<file path="config.mk">
export PLATFORM = sky130hd
export DESIGN_NAME = accel_event_enable_route
export DESIGN_NICKNAME = d
export VERILOG_FILES = /design/src/include/accel_route_pkg.sv /design/src/include/route_merge_if.sv /design/src/core/event_pin_merge.sv /design/src/core/accel_event_enable_route.sv
export VERILOG_INCLUDE_DIRS = /design/src /design/src/include
export SDC_FILE = /design/constraint.sdc
export NUM_CORES = 1
export LEC_CHECK = 0
export BUFFER_PORTS_ARGS = -buffer_cell sky130_fd_sc_hd__buf_2
export CORE_UTILIZATION = 35
export DETAILED_ROUTE_END_ITERATION = 8
export HOLD_SLACK_MARGIN = 0.06
export PLACE_DENSITY = 0.64
export SLEW_MARGIN = 40
export SYNTH_ARGS = -nofsm -noshare
export SYNTH_HDL_FRONTEND = slang
export SYNTH_HIERARCHICAL = 1
export SYNTH_SLANG_ARGS = --single-unit
</file>
<file path="constraint.sdc">
create_clock -name core_clk -period 1.9 [get_ports core_clk]
set_input_delay 0.095 -clock core_clk [delete_from_list [all_inputs] [get_ports core_clk]]
set_output_delay 0.095 -clock core_clk [all_outputs]
set_load 0.01 [all_outputs]
</file>
<file path="src/include/accel_route_defines.svh">
`ifndef ACCEL_ROUTE_DEFINES_SVH
`define ACCEL_ROUTE_DEFINES_SVH

`define OFF_ENABLE_ONE     8'h17
`define OFF_ENABLE_TWO     8'h18
`define OFF_FIRST_ROUTE    8'h19
`define OFF_SHARED_ROUTE   8'h1A
`define OFF_SECOND_ROUTE   8'h1B
`define OFF_SAMPLE_SOURCE  8'h1E

`define RESET_VALUE        8'h00

`define MASK_ENABLE_ONE    8'h7F
`define MASK_ENABLE_TWO    8'h0F
`define MASK_MOTION_ROUTE  8'hFF
`define MASK_SHARED_ROUTE  8'hE7
`define MASK_SOURCE        8'h3F

`define BIT_EN_WATERMARK   6
`define BIT_EN_FULL        5
`define BIT_EN_READY       4
`define BIT_EN_LOWG        3
`define BIT_STILL_MODE     3

`define BIT_MOT_LEVEL      7
`define BIT_MOT_TILT       6
`define BIT_MOT_SINGLE     5
`define BIT_MOT_DOUBLE     4
`define BIT_MOT_STILL      3
`define BIT_MOT_ANYMOVE    2
`define BIT_MOT_HIGHG      1
`define BIT_MOT_LOWG       0

`endif

</file>
<file path="src/include/accel_route_pkg.sv">
`default_nettype none
package accel_route_pkg;

    typedef logic [7:0] byte_t;
    // Buffer events: bit 2 full, bit 1 watermark, bit 0 ready.
    typedef logic [2:0] buffer_evt_t;

    typedef struct packed {
        byte_t       enable_one;
        byte_t       enable_two;
        byte_t       first_route;
        byte_t       shared_route;
        byte_t       second_route;
        byte_t       sample_source;
        byte_t       latched_motion;
        buffer_evt_t latched_buffer;
        byte_t       read_data;
        logic        first_pin;
        logic        second_pin;
    } route_state_t;

endpackage
`default_nettype wire

</file>
<file path="src/include/route_merge_if.sv">
`timescale 1ns/1ps
`default_nettype none
interface route_merge_if;
    import accel_route_pkg::*;

    byte_t       motion_active;
    buffer_evt_t buffer_active;
    byte_t       first_route;
    byte_t       shared_route;
    byte_t       second_route;
    logic        first_hit;
    logic        second_hit;

    modport control (output motion_active, buffer_active, first_route, shared_route, second_route,
                     input first_hit, second_hit);
    modport merge   (input motion_active, buffer_active, first_route, shared_route, second_route,
                     output first_hit, second_hit);
endinterface
`default_nettype wire

</file>
<file path="src/core/event_pin_merge.sv">
`timescale 1ns/1ps
`default_nettype none
module event_pin_merge
(
    route_merge_if.merge rt
);
    import accel_route_pkg::*;

    function automatic logic route_hit(byte_t motion, byte_t motion_route, buffer_evt_t buffer,
                                       buffer_evt_t buffer_route);
        route_hit = (|(motion & motion_route)) | (|(buffer & buffer_route));
    endfunction

    // The shared register lists the second pin's buffer routes in reverse order, so they are swapped here.
    always_comb
    begin
        rt.first_hit  = route_hit(rt.motion_active, rt.first_route,
                                  rt.buffer_active, rt.shared_route[2:0]);
        rt.second_hit = route_hit(rt.motion_active, rt.second_route,
                                  rt.buffer_active,
                                  {rt.shared_route[5], rt.shared_route[6], rt.shared_route[7]});
    end
endmodule
`default_nettype wire

</file>
<file path="src/core/accel_event_enable_route.sv">
`timescale 1ns/1ps
`default_nettype none
`include "accel_route_defines.svh"
module accel_event_enable_route
(
    input  wire  logic                        core_clk,
    input  wire  logic                        srst,
    input  wire  logic                        reg_wr_en,
    input  wire  logic                        reg_rd_en,
    input  wire  logic [7:0]                  reg_addr,
    input  wire  accel_route_pkg::byte_t       reg_wdata,
    output logic       [7:0]                  reg_rdata,
    input  wire  accel_route_pkg::byte_t       group_zero_enable,
    input  wire  accel_route_pkg::byte_t       motion_event,
    input  wire  accel_route_pkg::buffer_evt_t buffer_event,
    input  wire  logic                        first_pin_polarity,
    input  wire  logic                        second_pin_polarity,
    input  wire  logic                        latch_enable,
    input  wire  logic                        clear_latched,
    output logic       [2:0]                  highg_axis_enable,
    output logic                              lowg_enable,
    output logic                              ready_enable,
    output logic                              full_enable,
    output logic                              watermark_enable,
    output logic       [2:0]                  stillness_axis_enable,
    output logic                              stillness_mode,
    output logic       [5:0]                  sample_source,
    output logic                              first_event_pin,
    output logic                              second_event_pin
);
    import accel_route_pkg::*;

    route_state_t st;
    route_state_t next_st;
    byte_t        motion_enabled;
    buffer_evt_t  buffer_enabled;
    byte_t        motion_now;
    buffer_evt_t  buffer_now;

    route_merge_if rt();

    event_pin_merge event_pin_merge_i
    (
        .rt (rt.merge)
    );

    // Grouped enables: an engine counts as on when any of its axis bits is set.
    always_comb
    begin
        motion_enabled = {group_zero_enable[7:4],
                          |st.enable_two[2:0],
                          |group_zero_enable[2:0],
                          |st.enable_one[2:0],
                          st.enable_one[`BIT_EN_LOWG]};
        buffer_enabled = {st.enable_one[`BIT_EN_FULL],
                          st.enable_one[`BIT_EN_WATERMARK],
                          st.enable_one[`BIT_EN_READY]};
        motion_now     = motion_event & motion_enabled;
        buffer_now     = buffer_event & buffer_enabled;
    end

    always_comb
    begin
        rt.motion_active = motion_now | st.latched_motion;
        rt.buffer_active = buffer_now | st.latched_buffer;
        rt.first_route   = st.first_route;
        rt.shared_route  = st.shared_route;
        rt.second_route  = st.second_route;
    end

    always_comb
    begin
        next_st = st;
        if (reg_wr_en)
        begin
            unique case (reg_addr)
                `OFF_ENABLE_ONE:    next_st.enable_one    = reg_wdata & `MASK_ENABLE_ONE;
                `OFF_ENABLE_TWO:    next_st.enable_two    = reg_wdata & `MASK_ENABLE_TWO;
                `OFF_FIRST_ROUTE:   next_st.first_route   = reg_wdata & `MASK_MOTION_ROUTE;
                `OFF_SHARED_ROUTE:  next_st.shared_route  = reg_wdata & `MASK_SHARED_ROUTE;
                `OFF_SECOND_ROUTE:  next_st.second_route  = reg_wdata & `MASK_MOTION_ROUTE;
                `OFF_SAMPLE_SOURCE: next_st.sample_source = reg_wdata & `MASK_SOURCE;
                default:            next_st.read_data     = st.read_data;
            endcase
        end
        if (reg_rd_en)
        begin
            unique case (reg_addr)
                `OFF_ENABLE_ONE:    next_st.read_data = st.enable_one;
                `OFF_ENABLE_TWO:    next_st.read_data = st.enable_two;
                `OFF_FIRST_ROUTE:   next_st.read_data = st.first_route;
                `OFF_SHARED_ROUTE:  next_st.read_data = st.shared_route;
                `OFF_SECOND_ROUTE:  next_st.read_data = st.second_route;
                `OFF_SAMPLE_SOURCE: next_st.read_data = st.sample_source;
                default:            next_st.read_data = `RESET_VALUE;
            endcase
        end
        // A new event in the clearing cycle survives the clear.
        if (latch_enable)
        begin
            next_st.latched_motion = (clear_latched ? `RESET_VALUE : st.latched_motion) | motion_now;
            next_st.latched_buffer = (clear_latched ? 3'h0 : st.latched_buffer) | buffer_now;
        end
        else
        begin
            next_st.latched_motion = `RESET_VALUE;
            next_st.latched_buffer = 3'h0;
        end
        next_st.first_pin  = rt.first_hit ? first_pin_polarity : ~first_pin_polarity;
        next_st.second_pin = rt.second_hit ? second_pin_polarity : ~second_pin_polarity;
    end

    always_ff @(posedge core_clk)
    begin
        if (srst)
        begin
            st <= '0;
        end
        else
        begin
            st <= next_st;
        end
    end

    assign reg_rdata             = st.read_data;
    assign highg_axis_enable     = st.enable_one[2:0];
    assign lowg_enable           = st.enable_one[`BIT_EN_LOWG];
    assign ready_enable          = st.enable_one[`BIT_EN_READY];
    assign full_enable           = st.enable_one[`BIT_EN_FULL];
    assign watermark_enable      = st.enable_one[`BIT_EN_WATERMARK];
    assign stillness_axis_enable = st.enable_two[2:0];
    assign stillness_mode        = st.enable_two[`BIT_STILL_MODE];
    assign sample_source         = st.sample_source[5:0];
    assign first_event_pin       = st.first_pin;
    assign second_event_pin      = st.second_pin;

    chk_enable_one_write: assert property (@(posedge core_clk) disable iff (srst)
        (reg_wr_en && reg_addr == `OFF_ENABLE_ONE) |=>
        ({watermark_enable, full_enable, ready_enable, lowg_enable, highg_axis_enable}
         == $past(reg_wdata[6:0])))
        else $error("Enable register one write did not reach the engine enables.");

    chk_still_mode_write: assert property (@(posedge core_clk) disable iff (srst)
        (reg_wr_en && reg_addr == `OFF_ENABLE_TWO) |=>
        (stillness_mode == $past(reg_wdata[3])) && (stillness_axis_enable == $past(reg_wdata[2:0])))
        else $error("Stillness mode or axis enables did not follow the write.");

    chk_source_write: assert property (@(posedge core_clk) disable iff (srst)
        (reg_wr_en && reg_addr == `OFF_SAMPLE_SOURCE) |=> (sample_source == $past(reg_wdata[5:0])))
        else $error("Sample source did not follow the write.");

    chk_reserved_read: assert property (@(posedge core_clk) disable iff (srst)
        (reg_rd_en && (reg_addr == 8'h1C || reg_addr == 8'h1D || reg_addr == 8'h1F)) |=> (reg_rdata == 8'h00))
        else $error("Reserved location did not read as zero.");

    chk_first_pin_level: assert property (@(posedge core_clk) disable iff (srst)
        (|(rt.motion_active & st.first_route)) |=> (first_event_pin == $past(first_pin_polarity)))
        else $error("First pin not at its active level after a routed event.");

    chk_second_pin_idle: assert property (@(posedge core_clk) disable iff (srst)
        !rt.second_hit ##1 !rt.second_hit |-> (second_event_pin == ~$past(second_pin_polarity)))
        else $error("Second pin active with no routed event.");

    chk_buffer_to_second: assert property (@(posedge core_clk) disable iff (srst)
        (rt.buffer_active[0] && st.shared_route[7]) |-> rt.second_hit)
        else $error("Ready event routed to the second pin did not hit it.");

    chk_clear_latched: assert property (@(posedge core_clk) disable iff (srst)
        (clear_latched && motion_now == 8'h00) |=> (st.latched_motion == 8'h00))
        else $error("Latched motion events survived a clear.");

    chk_latch_holds: assert property (@(posedge core_clk) disable iff (srst)
        (latch_enable && !clear_latched) |=> ((st.latched_motion & $past(st.latched_motion))
                                               == $past(st.latched_motion)))
        else $error("A latched event dropped without a clear.");

    chk_disabled_silent: assert property (@(posedge core_clk) disable iff (srst)
        (motion_enabled == 8'h00 && buffer_enabled == 3'h0 && st.latched_motion == 8'h00
         && st.latched_buffer == 3'h0) |-> (!rt.first_hit && !rt.second_hit))
        else $error("A disabled engine reached an event pin.");

    chk_first_route_write: assert property (@(posedge core_clk) disable iff (srst)
        (reg_wr_en && reg_addr == `OFF_FIRST_ROUTE) |=> (st.first_route == $past(reg_wdata)))
        else $error("First pin routing did not follow the write.");

    chk_second_route_write: assert property (@(posedge core_clk) disable iff (srst)
        (reg_wr_en && reg_addr == `OFF_SECOND_ROUTE) |=> (st.second_route == $past(reg_wdata)))
        else $error("Second pin routing did not follow the write.");

    chk_shared_route_mask: assert property (@(posedge core_clk) disable iff (srst)
        (reg_wr_en && reg_addr == `OFF_SHARED_ROUTE) |=> (st.shared_route == ($past(reg_wdata) & 8'hE7)))
        else $error("Shared routing did not keep its reserved bits at zero.");

    chk_ready_to_first: assert property (@(posedge core_clk) disable iff (srst)
        (rt.buffer_active[0] && st.shared_route[0]) |-> rt.first_hit)
        else $error("Ready event routed to the first pin did not hit it.");

    chk_full_to_second: assert property (@(posedge core_clk) disable iff (srst)
        (rt.buffer_active[2] && st.shared_route[5]) |-> rt.second_hit)
        else $error("Full event routed to the second pin did not hit it.");

    chk_second_pin_level: assert property (@(posedge core_clk) disable iff (srst)
        (|(rt.motion_active & st.second_route)) |=> (second_event_pin == $past(second_pin_polarity)))
        else $error("Second pin not at its active level after a routed event.");

    chk_lowg_gated: assert property (@(posedge core_clk) disable iff (srst)
        (st.enable_one[`BIT_EN_LOWG] == 1'b0) |-> (motion_now[0] == 1'b0))
        else $error("Low acceleration event passed while disabled.");

    chk_still_gated: assert property (@(posedge core_clk) disable iff (srst)
        (st.enable_two[2:0] == 3'h0) |-> (motion_now[3] == 1'b0))
        else $error("Stillness event passed with all its axes disabled.");

    chk_set_beats_clear: assert property (@(posedge core_clk) disable iff (srst)
        (latch_enable && clear_latched) |=> (st.latched_motion == $past(motion_now)))
        else $error("An event in the clearing cycle was lost.");

    chk_tap_source: assert property (@(posedge core_clk) disable iff (srst)
        (reg_wr_en && reg_addr == `OFF_SAMPLE_SOURCE) |=> (sample_source[5:4] == $past(reg_wdata[5:4])))
        else $error("New data or tap source did not follow the write.");

    chk_enable_one_read: assert property (@(posedge core_clk) disable iff (srst)
        (reg_rd_en && reg_addr == `OFF_ENABLE_ONE) |=> (reg_rdata == $past(st.enable_one)))
        else $error("Enable register one read back a wrong value.");
endmodule
`default_nettype wire

</file>
==> impl.org <==
** Run status
- Run status :: complete, no violations

** Timing
- The count of endpoints failing hold in the final timing report came to 0.
- Max-slew violation total from the final report :: 0
- Minimum period implied by the final worst setup slack :: approximately 1.8 ns
- Final-report setup violation count :: 0
- Final worst path period share :: slightly above 90%
- The worst pin sits at a relative slew slack of between 60% and 70%.
- Post-Route Skew :: 0.00712 ns
- Final worst hold slack :: ~0.068 ns
- Static timing analysis puts the maximum clock frequency at roughly 570 MHz.
- Unrepaired setup endpoints after global routing :: no
- Sum Neg Setup Slack :: 0 ns
- For the pin with the worst max-slew slack, the measured transition is 0.582 ns.

** Critical path
- Crit start category :: register
- Worst Path Max Fanout :: 4
- The critical path is of the register to register type.
- CP Capture Type :: register
- Data on the critical path is required at its endpoint by ~2.1 ns.
- At the worst endpoint, the arrival time is ~2 ns.

** Global routing
- Global-route wire length before repair :: 11400 um
- In the global route stage, overall resource usage came out at 17.3%.
- Overflow left after global routing :: 0
- The via count of the first global-routing pass came to 2263.
- The initial antenna violation count was 0.
- Entering global routing, the biggest net connects 29 pins.

** Logic synthesis
- During synthesis, Yosys emitted a total of 6 warnings.
- Area of the mapped netlist :: between 2000 and 3000 um2
- Mapped Nets :: 344
- After synthesis, the mean cell area works out to around 9.6 um2.
- Synthesized netlist cell count :: 301

** Cells and area
- Net total in the final layout :: around 410
- Diodes inserted :: 0
- Area growth from synthesis to final layout :: 23.4%
- Cells with a size suffix above 1 make up 29.4% of the layout.

** Clock tree
- TritonCTS clock tree :: built
- Number of levels the H-tree was split into :: 3
- After clock tree synthesis, the clock-pin slew on the worst setup and hold paths is 0.07 ns.
- TritonCTS created 9 clock buffers.
- For the worst-skew pair, the clock arrives at the later sink with an insertion delay of 0.33 ns.
- Sink count of the clock tree :: 60
- Buffer cell driving the clock tree root :: sky130_fd_sc_hd__clkbuf_8
- Post-CTS setup repair buffer count :: 0
- CTS Buffer Depth :: 2

** Floorplanning
- Floorplan die area :: 8640 um2
- Measured along the x axis, the die boundary spans 93.0 um.
- In this run the count of I/O pins placed on the die edge is 70.
- In this run the standard cell core region covers slightly below 8000 um2.
- Starting Density :: 36.9%
- Overall die height :: 93.0 um
- The initialized floorplan defines 32 standard-cell rows.

** Job
- Across the run, the number of max-cap violations was 0.

** Drt
- Residual antenna-violating net count after detailed routing :: 0
- After detailed routing, the average wire length per cell comes to 15.1 um.
- For this run, design rule violations remaining after detail routing come to 0.
- Drt total wl :: 7180 um
- Via count normalized by instance count :: 5.05
- The first detailed-routing pass ran for 4 iterations.
- The routed layout has around 2.4k vias.
- The detailed router finished its first iteration with 161 violations.

** Pwr
- Across the VDD grid, the largest voltage drop is 355 uV.
- For this design the static power due to leakage is about 1.8 nW.
- Power spread over the standard cell area amounts to 735 nW/um2.

** Placement
- The HPWL after detailed placement is 5310 um.
- Number of buffers inserted by port buffering :: 68
- Final RePlAce weighted congestion :: 0.812

** Hold path
- Min-Delay Path Class :: input pin to register
## worst paths after layout
check                      to  slack, ns            startpoint  depth (start not counted)
max          second_event_pin       0.15  highg_axis_enable[0]                          8
min                    st[15]       0.07  group_zero_enable[2]                          3
max reg2reg  second_event_pin       0.15  highg_axis_enable[0]                          8
min reg2reg      reg_rdata[6]       0.44          reg_rdata[6]                          2
## flip-flops by register name (all words and copies together), names as in the netlist
| name | cells |
|---|---|
| full_enable | 1 |
| watermark_enable | 1 |
| stillness_axis_enable | 3 |
| rt.shared_route | 6 |
| st | 11 |
| highg_axis_enable | 3 |
| lowg_enable | 1 |
| second_event_pin | 1 |
| rt.first_route | 8 |
| ready_enable | 1 |
| first_event_pin | 1 |
| stillness_mode | 1 |
| reg_rdata | 8 |
| sample_source | 6 |
| rt.second_route | 8 |
## power breakdown
part	switching (mW)	internal, mW	total, mW
combinational	0.111	0.0946	0.206
sequential	0.00492	1.27	1.27
clock	0.510	0.638	1.15
## area by class of cell
type	count	area [um2]
inverters	1	3.75
fillers	772	4270
repair buffers	92	563
clock buffers	10	138
clock inverters	6	63.8
multi-input cells	205	1480
flip-flops and latches	60	1200
well taps	102	128
## what timing repair did
action                                 4_1_cts  5_1_grt
setup endpoints to repair                    0        2
endpoints found under the hold margin       16        0
hold buffers                                17        0
gates resized for setup                      0        2
## stage by stage
| step | power (mW) | instances | worst slack (ns) | utilization (%) | instance area [um2] |
|---|---|---|---|---|---|
| floorplan | 1.40 | 301 | 0.335 | - | 2900 |
| global placement | 1.48 | 443 | 0.147 | 40.7 | 3190 |
| detailed placement | 1.48 | 443 | 0.137 | 40.7 | 3190 |
| finish | 2.63 | 476 | 0.148 | 45.6 | 3570 |
| global route | 2.73 | 476 | 0.00828 | 45.6 | 3570 |
| CTS | 2.65 | 476 | 0.0666 | 45.4 | 3560 |
## layout by cell type, fill, tap and decap left out, types with 4 or more instances in the layout
| cell | instances |
|---|---|
| sky130_fd_sc_hd__dlygate4sd3_1 | 17 |
| sky130_fd_sc_hd__clkbuf_8 | 10 |
| sky130_fd_sc_hd__a22oi_1 | 11 |
| sky130_fd_sc_hd__nand2_1 | 15 |
| sky130_fd_sc_hd__buf_2 | 68 |
| sky130_fd_sc_hd__nand4_2 | 5 |
| sky130_fd_sc_hd__mux2_2 | 4 |
| sky130_fd_sc_hd__a21oi_1 | 11 |
| sky130_fd_sc_hd__nor2_1 | 48 |
| sky130_fd_sc_hd__a2bb2oi_1 | 5 |
| sky130_fd_sc_hd__buf_4 | 7 |
| sky130_fd_sc_hd__mux2i_1 | 40 |
| sky130_fd_sc_hd__nor2b_1 | 4 |
| sky130_fd_sc_hd__nand2b_1 | 23 |
| sky130_fd_sc_hd__dfxtp_1 | 60 |
## worst max-delay path, stage by stage (launching register included)
cell and delay, ns:
sky130_fd_sc_hd__dfxtp_1 0.35, sky130_fd_sc_hd__o31ai_2 0.27, sky130_fd_sc_hd__buf_4 0.15, sky130_fd_sc_hd__nand2b_1 0.10
sky130_fd_sc_hd__a221oi_2 0.25, sky130_fd_sc_hd__and3_1 0.20, sky130_fd_sc_hd__nand2_1 0.08, sky130_fd_sc_hd__xor2_1 0.18
sky130_fd_sc_hd__nor2_1 0.05
## layer usage
metal	vias to the layer above	GRT usage, %	wire (um)
met5	-	0	0
met4	0	7.82	126
met3	10	3.58	433
met2	87	27.6	3330
met1	1125	22.4	3290
li1	1181	-	-
Power figures use the tool's default switching activity.
